File: src/core/qlsc_defines.svh
// Purpose: Constants of the quad low-side serial control block.
// Assumes: 100 MHz system clock.
// Notes:   Times are kept in their own unit; cycle counts derive from them.
`ifndef QLSC_DEFINES_SVH
`define QLSC_DEFINES_SVH
`define QLSC_CHANNELS         4
`define QLSC_CLK_MHZ          100
`define QLSC_DEGLITCH_NS      3500
`define QLSC_DEGLITCH_CYC     ((`QLSC_DEGLITCH_NS * `QLSC_CLK_MHZ + 999) / 1000)
`define QLSC_RETRY_US         1200
`define QLSC_RETRY_CYC        (`QLSC_RETRY_US * `QLSC_CLK_MHZ)
`define QLSC_STARTUP_US       55
`define QLSC_STARTUP_CYC      (`QLSC_STARTUP_US * `QLSC_CLK_MHZ)
`define QLSC_RESET_PULSE_US   20
`define QLSC_RESET_PULSE_CYC  (`QLSC_RESET_PULSE_US * `QLSC_CLK_MHZ)
// No minimum is known for the reset-to-clock delay, so a wide margin is kept.
`define QLSC_RESET_DELAY_US   5
`define QLSC_RESET_DELAY_CYC  (`QLSC_RESET_DELAY_US * `QLSC_CLK_MHZ)
`define QLSC_HOLD_RESET       4'h0
`endif

File: src/core/qlsc_pkg.sv
// Purpose: Types of the quad low-side serial control block.
// Assumes: Four channels.
// Notes:   Pin groups travel as packed structs.
`include "qlsc_defines.svh"
package qlsc_pkg;
   typedef struct packed {
      logic shiftClock;
      logic serialIn;
      logic latch;
   } qlsc_serial_t;
   typedef struct packed {
      logic                        thermalShutdown;
      logic                        undervoltageLockout;
      logic [`QLSC_CHANNELS-1:0]   overcurrentTrip;
   } qlsc_sense_t;
   typedef enum logic [1:0] {CH_RUN, CH_DEGLITCH, CH_RETRY} qlsc_chan_t;
endpackage

File: src/core/qlsc_serial_control.sv
// Purpose: Serial shift/latch control and fault handling of a four-channel low-side driver.
// Assumes: All pin inputs are asynchronous to clk and are synchronised by two flip-flops.
// Notes:   The serial clock is sampled; its rising edge is found from the synchronised copy.
// Functional notes
// - Each shift-clock rising edge shifts serial input into the holding register.
// - Oldest holding bit appears on serial output for daisy chaining.
// - Latch rising edge copies holding register to output stage; shifting alone does not.
// - Drivers conduct only while the active-low enable is low.
// - Enable gates only drivers; shift, serial out and latch keep working.
// - Reset pin high clears logic, overcurrent faults and both registers.
// - Internal power-up reset clears logic without host action.
// - Overcurrent persisting for deglitch time disables channel and pulls fault low.
// - After retry time the fault clears, channel re-enables, fault releases.
// - Reset pin or supply loss clears pending overcurrent fault at once.
// - Over-temperature disables all outputs and holds fault low while active.
// - Undervoltage disables everything but a thermal fault flag and holds logic in reset while active.
`timescale 1ns/1ps
`include "qlsc_defines.svh"
module qlsc_serial_control #(
   parameter int DEGLITCH_CYC = `QLSC_DEGLITCH_CYC,
   parameter int RETRY_CYC    = `QLSC_RETRY_CYC
) (
   input  wire logic                      clk,
   input  wire logic                      rstn,
   input  wire qlsc_pkg::qlsc_serial_t    serialPins,
   input  wire logic                      resetPin,
   input  wire logic                      outputEnable_n,
   input  wire qlsc_pkg::qlsc_sense_t     sense,
   output logic                           serialOut,
   output logic [`QLSC_CHANNELS-1:0]      channelOn,
   output logic [`QLSC_CHANNELS-1:0]      outputStage,
   output logic                           faultFlagOut,
   output logic                           faultFlagOe
);
   import qlsc_pkg::*;

   localparam int N = `QLSC_CHANNELS;

   ////////////////////////////////////////////////////////////////////////////
   // Synchronisers: first stage is read only by the second.
   // Three serial pins, reset, enable, thermal, undervoltage and one trip bit per channel.
   logic [N+6:0] syncA;
   logic [N+6:0] syncB;
   logic         clkPrev;
   logic         latchPrev;
   logic         powerUpDone;

   always_ff @(posedge clk) begin
      if (!rstn) begin
         syncA <= '0;
         syncB <= '0;
      end else begin
         syncA <= {serialPins, resetPin, outputEnable_n, sense};
         syncB <= syncA;
      end
   end

   logic                  sClk;
   logic                  sIn;
   logic                  sLatch;
   logic                  sReset;
   logic                  sEnable_n;
   logic                  sThermal;
   logic                  sUnder;
   logic [N-1:0]          sTrip;
   assign {sClk, sIn, sLatch, sReset, sEnable_n, sThermal, sUnder, sTrip} = syncB;

   // The chip reset combines rstn, the host reset pin, power-up and undervoltage.
   logic logicReset;
   assign logicReset = !rstn || !powerUpDone || sReset || sUnder;

   // Power-up reset holds the logic cleared until the synchronisers have filled.
   logic [1:0] powerCnt;
   always_ff @(posedge clk) begin
      if (!rstn) begin
         powerCnt    <= 2'h0;
         powerUpDone <= 1'b0;
      end else if (!powerUpDone) begin
         powerCnt    <= powerCnt + 2'h1;
         powerUpDone <= (powerCnt == 2'h3);
      end
   end

   ////////////////////////////////////////////////////////////////////////////
   // Edge detection on the sampled serial clock and latch.
   // In reset the previous levels follow the pins, so an edge that fell inside reset is not acted on later.
   always_ff @(posedge clk) begin
      if (logicReset) begin
         clkPrev   <= sClk;
         latchPrev <= sLatch;
      end else begin
         clkPrev   <= sClk;
         latchPrev <= sLatch;
      end
   end

   logic clkRise;
   logic latchRise;
   assign clkRise   = sClk && !clkPrev;
   assign latchRise = sLatch && !latchPrev;

   ////////////////////////////////////////////////////////////////////////////
   // Holding shift register and output stage; enable plays no part here.
   logic [N-1:0] holding;

   always_ff @(posedge clk) begin
      if (logicReset) begin
         holding <= `QLSC_HOLD_RESET;
      end else if (clkRise) begin
         holding <= {holding[N-2:0], sIn};
      end
   end

   always_ff @(posedge clk) begin
      if (logicReset) begin
         serialOut <= 1'b0;
      end else begin
         serialOut <= holding[N-1];
      end
   end

   always_ff @(posedge clk) begin
      if (logicReset) begin
         outputStage <= `QLSC_HOLD_RESET;
      end else if (latchRise) begin
         outputStage <= holding;
      end
   end

   ////////////////////////////////////////////////////////////////////////////
   // Per-channel overcurrent: deglitch, then timed retry with the driver off.
   // One counter per channel is sized for the longer retry interval.
   localparam int CW = $clog2(RETRY_CYC + 1);
   qlsc_chan_t    chState [N];
   logic [CW-1:0] chCount [N];
   logic [N-1:0]  chFault;

   for (genvar i = 0; i < N; i++) begin : g_chan
      always_ff @(posedge clk) begin
         if (logicReset) begin
            chState[i] <= CH_RUN;
            chCount[i] <= '0;
         end else begin
            unique case (chState[i])
               CH_RUN: begin
                  chCount[i] <= CW'(1);
                  if (sTrip[i]) begin
                     chState[i] <= CH_DEGLITCH;
                  end
               end
               CH_DEGLITCH: begin
                  if (!sTrip[i]) begin
                     chState[i] <= CH_RUN;
                  end else if (chCount[i] >= CW'(DEGLITCH_CYC)) begin
                     chState[i] <= CH_RETRY;
                     chCount[i] <= CW'(1);
                  end else begin
                     chCount[i] <= chCount[i] + CW'(1);
                  end
               end
               // A trip seen during retry is ignored; the channel is already off.
               CH_RETRY: begin
                  if (chCount[i] >= CW'(RETRY_CYC)) begin
                     chState[i] <= CH_RUN;
                  end else begin
                     chCount[i] <= chCount[i] + CW'(1);
                  end
               end
            endcase
         end
      end
      assign chFault[i] = (chState[i] == CH_RETRY);

      // Channel checks run once per channel, so whichever channel trips is watched.
      chk_deglitch_drop: assert property (@(posedge clk) disable iff (logicReset)
         (chState[i] == CH_DEGLITCH) && !sTrip[i] |=> chState[i] == CH_RUN)
         else $error("short trip was not dropped");

      chk_deglitch_time: assert property (@(posedge clk) disable iff (logicReset)
         $rose(chFault[i]) |-> $past(chCount[i]) >= CW'(DEGLITCH_CYC))
         else $error("fault before deglitch time");

      chk_retry_hold: assert property (@(posedge clk) disable iff (logicReset)
         (chState[i] == CH_RETRY) && (chCount[i] < CW'(RETRY_CYC)) |=> chFault[i])
         else $error("channel left retry early");

      chk_retry_end: assert property (@(posedge clk) disable iff (logicReset)
         (chState[i] == CH_RETRY) && (chCount[i] >= CW'(RETRY_CYC)) |=> !chFault[i])
         else $error("fault not cleared after retry");

      chk_trip_off: assert property (@(posedge clk) disable iff (logicReset)
         chFault[i] |=> !channelOn[i])
         else $error("faulted channel still driven");
   end

   ////////////////////////////////////////////////////////////////////////////
   // Driver gating and fault flag.
   logic [N-1:0] next_channelOn;
   logic         next_fault;
   assign next_channelOn = (sEnable_n || sThermal) ? '0 : (outputStage & ~chFault);
   assign next_fault     = (|chFault) || sThermal;

   always_ff @(posedge clk) begin
      if (logicReset) begin
         channelOn <= '0;
      end else begin
         channelOn <= next_channelOn;
      end
   end

   // Open drain: the pin is only ever pulled low, never driven high.
   always_ff @(posedge clk) begin
      if (!rstn) begin
         faultFlagOe <= 1'b0;
      end else if (logicReset && !sThermal) begin
         faultFlagOe <= 1'b0;
      end else begin
         faultFlagOe <= next_fault;
      end
   end
   // Tied low on purpose: a flop here would only ever hold the same constant.
   assign faultFlagOut = 1'b0;

   ////////////////////////////////////////////////////////////////////////////
   // Checks.
   chk_enable_gates: assert property (@(posedge clk) disable iff (!rstn)
      sEnable_n |=> channelOn == '0)
      else $error("channel on while enable high");

   chk_latch_copy: assert property (@(posedge clk) disable iff (logicReset)
      latchRise |=> outputStage == $past(holding))
      else $error("latch did not copy holding");

   chk_shift_only: assert property (@(posedge clk) disable iff (logicReset)
      !latchRise |=> $stable(outputStage))
      else $error("output stage changed without latch");

   chk_shift_in: assert property (@(posedge clk) disable iff (logicReset)
      clkRise |=> holding[0] == $past(sIn))
      else $error("serial input not shifted");

   chk_serial_out: assert property (@(posedge clk) disable iff (logicReset)
      1'b1 |=> serialOut == $past(holding[N-1]))
      else $error("serial out not oldest bit");

   chk_reset_clears: assert property (@(posedge clk) disable iff (!rstn)
      sReset |=> holding == '0 && outputStage == '0 && chFault == '0)
      else $error("reset did not clear logic");

   chk_thermal_off: assert property (@(posedge clk) disable iff (!rstn)
      sThermal |=> channelOn == '0 && faultFlagOe)
      else $error("thermal did not disable outputs");

   chk_under_lock: assert property (@(posedge clk) disable iff (!rstn)
      sUnder |=> channelOn == '0 && outputStage == '0)
      else $error("undervoltage did not lock");

   chk_trip_fault: assert property (@(posedge clk) disable iff (logicReset)
      chFault != '0 |=> faultFlagOe)
      else $error("fault flag not pulled low");

   chk_power_up: assert property (@(posedge clk) disable iff (!rstn)
      !powerUpDone |=> holding == '0)
      else $error("power-up reset not held");

   chk_power_hold: assert property (@(posedge clk) disable iff (!rstn)
      powerUpDone |=> powerUpDone)
      else $error("power-up reset came back");

   chk_fault_or: assert property (@(posedge clk) disable iff (logicReset)
      1'b1 |=> faultFlagOe == ($past(chFault != '0) || $past(sThermal)))
      else $error("fault flag not the OR of its causes");

   chk_pin_clears: assert property (@(posedge clk) disable iff (!rstn)
      sReset && !sThermal |=> !faultFlagOe)
      else $error("reset pin did not release fault flag");

   chk_supply_clears: assert property (@(posedge clk)
      !rstn |=> !faultFlagOe && chFault == '0)
      else $error("supply loss did not clear faults");

   chk_enable_drive: assert property (@(posedge clk) disable iff (logicReset)
      !sEnable_n && !sThermal && chFault == '0 |=> channelOn == $past(outputStage))
      else $error("enabled channel not driven");

   chk_under_clear: assert property (@(posedge clk) disable iff (!rstn)
      sUnder |=> holding == '0 && serialOut == 1'b0 && chFault == '0)
      else $error("undervoltage did not clear logic");

   chk_serial_hold: assert property (@(posedge clk) disable iff (logicReset)
      !clkRise |=> $stable(holding))
      else $error("holding changed without shift edge");

   chk_shift_order: assert property (@(posedge clk) disable iff (logicReset)
      clkRise |=> holding[N-1:1] == $past(holding[N-2:0]))
      else $error("holding did not shift toward serial out");

   chk_latch_enable: assert property (@(posedge clk) disable iff (logicReset)
      sEnable_n && latchRise |=> outputStage == $past(holding))
      else $error("latch blocked by enable");
endmodule

File: config.mk
export PLATFORM = sky130hd
export DESIGN_NAME = qlsc_serial_control
export DESIGN_NICKNAME = d
export VERILOG_FILES = /design/src/core/qlsc_pkg.sv /design/src/core/qlsc_serial_control.sv
export VERILOG_INCLUDE_DIRS = /design/src /design/src/core
export SDC_FILE = /design/constraint.sdc
export NUM_CORES = 1
export LEC_CHECK = 0
export ABC_AREA = 1
export BUFFER_PORTS_ARGS = -buffer_cell sky130_fd_sc_hd__buf_2
export CAP_MARGIN = 20
export CORE_ASPECT_RATIO = 0.5
export CORE_MARGIN = 4
export CORE_UTILIZATION = 40
export CTS_BUF_LIST = sky130_fd_sc_hd__clkbuf_4
export DETAILED_ROUTE_END_ITERATION = 7
export SLEW_MARGIN = 20
export SYNTH_ARGS = -nofsm -noshare
export SYNTH_HDL_FRONTEND = slang
export SYNTH_SLANG_ARGS = --single-unit
File: constraint.sdc
create_clock -name clk -period 2.4 [get_ports clk]
set_input_delay 0.6 -clock clk [delete_from_list [all_inputs] [get_ports clk]]
set_output_delay 0.6 -clock clk [all_outputs]
set_load 0.02 [all_outputs]
==> results of run 1 <==
[synth_stat cells]
master and n:
dfxtp_1 41, o211ai_1 4, a21oi_2 1, a21oi_1 35
buf_4 4, xnor2_1 9, nor4_1 4, a22oi_1 3
o21bai_1 1, nor3_4 1, conb_1 1, nand4_1 24
buf_1 1, nor3_1 24, clkbuf_1 3, nand3_2 5
o21ai_0 20, nor3b_1 2, nor2_1 148, inv_2 1
inv_1 113, nand2_1 153, xor2_1 40, nand3_1 44
ha_1 9, buf_2 5, edfxtp_1 76
[stage by stage]
| stage | area (um^2) | util | cells | total power, mW | hold slack, ns |
|---|---|---|---|---|---|
| after detailed placement | 6650 | 0.4488 | 995 | 2.421 | 0.3471 |
| after global placement | 6650 | 0.4488 | 995 | 2.418 | 0.3380 |
| after global routing | 6933 | 0.4679 | 1027 | 4.003 | 0.2109 |
| after CTS | 6933 | 0.4679 | 1027 | 3.875 | 0.1976 |
| final | 6933 | 0.4679 | 1027 | 3.821 | 0.2356 |
| after floorplan | 6217 | - | 772 | 2.369 | 0.3308 |
[cell usage in the layout, fill, tap and decap left out, types with 14 or more instances in the layout]
master,instances
nor3_1,24
a21oi_1,35
nand3_1,44
buf_4,14
xor2_1,40
buf_2,22
edfxtp_1,76
inv_1,113
nor2_1,148
clkbuf_4,17
nand2_1,153
o21ai_0,20
dfxtp_1,41
nand4_1,24
[worst register-to-register path: stages (launching register included)]
cell and delay, ns:
edfxtp_1 0.48, inv_1 0.15, nand3_1 0.09, nor2_1 0.14, nand3_1 0.16, nor2_1 0.18, nand3_2 0.09, nand4_1 0.08
buf_4 0.25
[flip-flops by register name, summed over array words and instances, names as in the netlist]
name / flops
chState: 8
faultFlagOe: 1
syncB: 11
serialOut: 1
holding: 4
powerUpDone: 1
channelOn: 4
latchPrev: 1
powerCnt: 2
chCount: 68
syncA: 11
outputStage: 4
clkPrev: 1
[power breakdown]
| part | internal [mW] | total (mW) | switching (mW) | leakage, nW |
|---|---|---|---|---|
| registers | 2.18 | 2.22 | 0.0391 | 1.27 |
| logic | 0.0582 | 0.159 | 0.101 | 1.29 |
| clock network | 0.618 | 1.45 | 0.829 | 0.140 |
| total | 2.85 | 3.82 | 0.968 | 2.70 |
[metal layers]
metal / global-route usage / vias to the layer above / share of wire
met5: 0 / - / 0
met1: 0.1843 / 2257 / 0.49
met4: 0.05535 / 0 / 0.017
li1: - / 2595 / -
met2: 0.2400 / 82 / 0.46
met3: 0.02982 / 20 / 0.034
[worst paths after layout]
kind                                          startpoint                        to  slack, ns  cells past startpoint
worst max-delay path            chCount[0][10]$_DFFE_PP_  chCount[0][16]$_DFFE_PP_       0.46                      8
worst min register to register      syncB[10]$_SDFF_PN0_           clkPrev$_DFF_P_       0.37                      0
worst max register to register  chCount[0][10]$_DFFE_PP_  chCount[0][16]$_DFFE_PP_       0.46                      8
worst min-delay path                            sense[0]       syncA[0]$_SDFF_PN0_       0.24                      3
[logic make-up after synthesis]
group | after synthesis | share of synthesized area
and+or+nand+nor | 405 | 0.2777
adders and majority gates | 9 | 0.01811
xor gates and xnor gates | 49 | 0.06903
other | 1 | 0.0006032
DFF | 117 | 0.4991
AOI/OAI and AO/OA | 64 | 0.05534
buffers and inverters | 127 | 0.08010
[cell type report]
cell class                      count  area, um^2  area share
Clock buffer                       17       127.6     0.01841
Timing Repair Buffer               38       255.2     0.03682
Clock inverter                     15       155.1     0.02238
Inverter                          114       427.9     0.06172
Tap cell                          198       247.7     0.03573
Sequential cell                   117        3103      0.4476
Multi-Input combinational cell    528        2616      0.3774
==> flow_metrics.env, run 1 <==
export IMPL_grt_pass1_wl_um=20470
export IMPL_vias=4954
export IMPL_post_place_ws_ns=0.3902
export IMPL_rsz0062_at_grt="no"
export IMPL_pwr_density_cell_mw_per_mm2=551.2
export IMPL_drt_iter0_drc=257
export IMPL_die_h_um=96.16
export IMPL_synth_top_area_share=0.3671
export IMPL_cts_tree="yes"
export IMPL_portBuffers=22
export IMPL_clk_latency_ns=0.54
export IMPL_postRouteAntennaNets=0
export IMPL_setup_violations=0
export IMPL_worstPathMaxFanout=17
export IMPL_synth_distinct_cells=27
export IMPL_fin_crit_sh=0.8093
export IMPL_routabilityCongestion=0.8496
export IMPL_boundaryPins=24
export IMPL_core_area_mm2=0.01482
export IMPL_synth_seq_area_share=0.4991
export IMPL_crit_required_ns=2.63
export IMPL_ctsHoldBuffers=0
export IMPL_finalWorstSetupSlack_ns=0.4576
export IMPL_p_leak_nw=2.700
export IMPL_clk_pin_slew_worst_paths_ns=0.12
export IMPL_ys_warnings_count=0
export IMPL_path_cells="inv_1 > nand3_1 > nor2_1 > nand3_1 > nor2_1 > nand3_2 > nand4_1 > buf_4"
export IMPL_grt_pass1_vias=4598
export IMPL_drc=0
export IMPL_final_max_slew_viol_count=0
export IMPL_cap_violations=0
export IMPL_critPathMaxStageDelay_ns=0.48
export IMPL_fin_skew_ns=0.01981
export IMPL_num_fill_cells=1474
export IMPL_wire_per_inst_um=11.71
export IMPL_hold_violations=0
export IMPL_die_area_mm2=0.01772
export IMPL_syn_to_final_growth_pct=11.51
export IMPL_h_tree_depth=4
export IMPL_cp_arrival_ns=2.18
export IMPL_netlist_area_mm2=0.006217
export IMPL_cts_made_buffers=17
export IMPL_cpLargestDelayFamily="simple AND/OR/NAND/NOR gates"
export IMPL_worstSetupPathType="reg -> reg"
export IMPL_antenna_found_initial=0
export IMPL_ir_drop_uv=223.8
export IMPL_synth_cells=772
export IMPL_gr_usage_all_layers=0.1432
export IMPL_path_buf_inv=2
export IMPL_ys_ff_latch=117
export IMPL_cts_max_path_buffers=2
export IMPL_ys_top_cells_by_area="edfxtp_1 37%, dfxtp_1 13%, nand2_1 9.2%"
export IMPL_min_path_type="in -> reg"
export IMPL_syn_nets=794
export IMPL_fmax_ghz=0.5148
export IMPL_grt_max_degree=27
export IMPL_viasPerCell=4.824
export IMPL_nNetsFinal=838
export IMPL_cpMaxStageDelayCell="edfxtp_1"
export IMPL_start_kind="flip-flop"
export IMPL_die_width_um=184.3
export IMPL_wl_um=12030
export IMPL_dp_hpwl_um=8588
export IMPL_finalSetupTns_ns=0
export IMPL_fp_row_count=31
export IMPL_n_antenna_cell=0
export IMPL_drive_gt1_frac=0.09168
export IMPL_synth_area_leader_cell="edfxtp_1"
export IMPL_post_cts_setup_buffers=0
export IMPL_end_kind="flip-flop"
export IMPL_cts_resized=0
export IMPL_first_pass_iters=5
export IMPL_cts_root_buf="clkbuf_4"
export IMPL_syn_area_per_cell_um2=8.053
export IMPL_clock_sinks=117
export IMPL_overflow=0
export IMPL_period_minus_slack_ns=1.942
export IMPL_initial_core_util=0.4196
export IMPL_outcome="completed"
(Power assumes the default switching activity.)
==> run 2: changes to the inputs <==
- clock period: 2.4 -> 1.9 ns (I/O delays scaled with it)
==> flow_metrics.env, run 2 (same netlist as run 1, synthesis figures left out) <==
export IMPL_cts_max_path_buffers=2
export IMPL_post_place_ws_ns=0.0008199
export IMPL_fin_crit_sh=0.9404
export IMPL_critPathMaxStageDelay_ns=0.45
export IMPL_clock_sinks=117
export IMPL_largest_reg_flops=68
export IMPL_final_max_slew_viol_count=0
export IMPL_fmax_ghz=0.5597
export IMPL_rsz0062_at_grt="yes"
export IMPL_end_kind="flip-flop"
export IMPL_grt_max_degree=27
export IMPL_post_route_util=0.4945
export IMPL_top_register="chCount"
export IMPL_min_path_type="in -> reg"
export IMPL_cts_root_buf="clkbuf_4"
export IMPL_viasPerCell=4.724
export IMPL_vias=5026
export IMPL_n_antenna_cell=0
export IMPL_place_inst=1022
export IMPL_clk_pin_slew_worst_paths_ns=0.11
export IMPL_ir_drop_uv=307.5
export IMPL_finalWorstSetupSlack_ns=0.1133
export IMPL_cpMaxStageDelayCell="edfxtp_1"
export IMPL_overflow=0
export IMPL_cts_tree="yes"
export IMPL_drive_gt1_frac=0.1605
export IMPL_cpLargestDelayFamily="simple AND/OR/NAND/NOR gates"
export IMPL_path_buf_inv=2
export IMPL_cp_arrival_ns=2.02
export IMPL_routabilityCongestion=0.8519
export IMPL_clk_latency_ns=0.51
export IMPL_gr_usage_all_layers=0.1450
export IMPL_syn_to_final_growth_pct=17.85
export IMPL_cap_violations=0
export IMPL_fp_row_count=31
export IMPL_layout_commonest_cell="nand2_1"
export IMPL_start_kind="flip-flop"
export IMPL_crit_required_ns=2.13
export IMPL_first_pass_iters=5
export IMPL_postRouteAntennaNets=0
export IMPL_fin_skew_ns=0.01967
export IMPL_antenna_found_initial=0
export IMPL_period_minus_slack_ns=1.787
export IMPL_h_tree_depth=4
export IMPL_nNetsFinal=875
export IMPL_cts_made_buffers=17
export IMPL_grt_pass1_vias=4683
export IMPL_layout_cells_non_filler=1064
export IMPL_boundaryPins=24
export IMPL_core_area_mm2=0.01482
export IMPL_grt_pass1_wl_um=20990
export IMPL_die_area_mm2=0.01772
export IMPL_outcome="completed"
export IMPL_hold_violations=0
export IMPL_p_leak_nw=2.934
export IMPL_pwr_density_cell_mw_per_mm2=664.8
export IMPL_path_cells="buf_4 > nand2_1 > o21ai_0 > nand2_1 > nand3_2 > nor2_2 > nand3_2 > nand4_1 > buf_4"
export IMPL_portBuffers=22
export IMPL_drc=0
export IMPL_reg_top3="chCount: 68 flops, syncA: 11 flops, syncB: 11 flops"
export IMPL_die_h_um=96.16
export IMPL_dp_hpwl_um=9028
export IMPL_wire_per_inst_um=11.60
export IMPL_initial_core_util=0.4196
export IMPL_worstSetupPathType="reg -> reg"
export IMPL_drt_iter0_drc=286
export IMPL_setup_violations=0
export IMPL_final_cell_mix="149 x nand2_1, 137 x nor2_1, 112 x inv_1, 76 x edfxtp_1, 47 x buf_4"
export IMPL_worstPathMaxFanout=5
export IMPL_die_width_um=184.3
export IMPL_wl_um=12340
[run 2: cell types whose count changed in the layout (fill, tap and decap cells not counted), sizes merged]
cell      previous run  this run
buf                 38        75
inv                116       114
bufinv               2         3
clkinvlp             4         5
[run 2: metrics by stage]
step / hold WS, ns / TNS, ns / total power [mW] / cell area (um^2)
5_1_grt: 0.1139 / -0.3817 / 5.111 / 7327
6_report: 0.1479 / 0 / 4.871 / 7327
4_1_cts: 0.1233 / 0 / 4.913 / 7179
2_1_floorplan: 0.3308 / -12.12 / 2.998 / 6260
3_3_place_gp: 0.3357 / 0 / 3.074 / 6888
3_5_place_dp: 0.3413 / 0 / 3.079 / 6888
[run 2: layer usage]
layer  up-vias  share of wire  GRT usage  wire length [um]
met5         -              0          0                 0
met4         0         0.0081    0.03998               100
met3         7          0.028    0.03058               348
met2        53           0.47     0.2509              5803
met1      2295           0.49     0.1866              6091
li1       2671              -          -                 -
[run 2: worst register-to-register path: stages, from the launching register on]
cell and delay (ns):
edfxtp_1 0.45, buf_4 0.17, nand2_1 0.07, o21ai_0 0.10, nand2_1 0.08, nand3_2 0.09
nor2_2 0.15, nand3_2 0.08, nand4_1 0.16, buf_4 0.18
[run 2: area by class of cell]
| class | count | area [um^2] |
|---|---|---|
| Clock buffer | 17 | 127.6 |
| Clock inverter | 15 | 163.9 |
| Fill cell | 1481 | 7490 |
| Inverter | 114 | 430.4 |
| Multi-Input combinational cell | 528 | 2696 |
| Sequential cell | 117 | 3104 |
| Tap cell | 198 | 247.7 |
| Timing Repair Buffer | 75 | 556.8 |
[run 2: what timing repair did]
| action | CTS | global route |
|---|---|---|
| endpoints found under the setup margin | 0 | 69 |
| gates resized for setup | 0 | 26 |
| setup buffers | 0 | 10 |
| hold buffers | 0 | 0 |
[run 2: worst paths after layout]
kind,from,endpoint,slack (ns),cells past startpoint
max reg2reg,chCount[1][1]$_DFFE_PP_,chCount[1][10]$_DFFE_PP_,0.11,9
max,chCount[1][1]$_DFFE_PP_,chCount[1][10]$_DFFE_PP_,0.11,9
min,sense[5],syncA[5]$_SDFF_PN0_,0.15,3
min reg2reg,syncB[8]$_SDFF_PN0_,latchPrev$_DFF_P_,0.35,0
[run 2: power breakdown]
| group | internal, mW | switching, mW |
|---|---|---|
| Combinational | 0.0928 | 0.142 |
| Sequential | 2.75 | 0.0444 |
| Clock | 0.893 | 0.950 |
| Total | 3.73 | 1.14 |
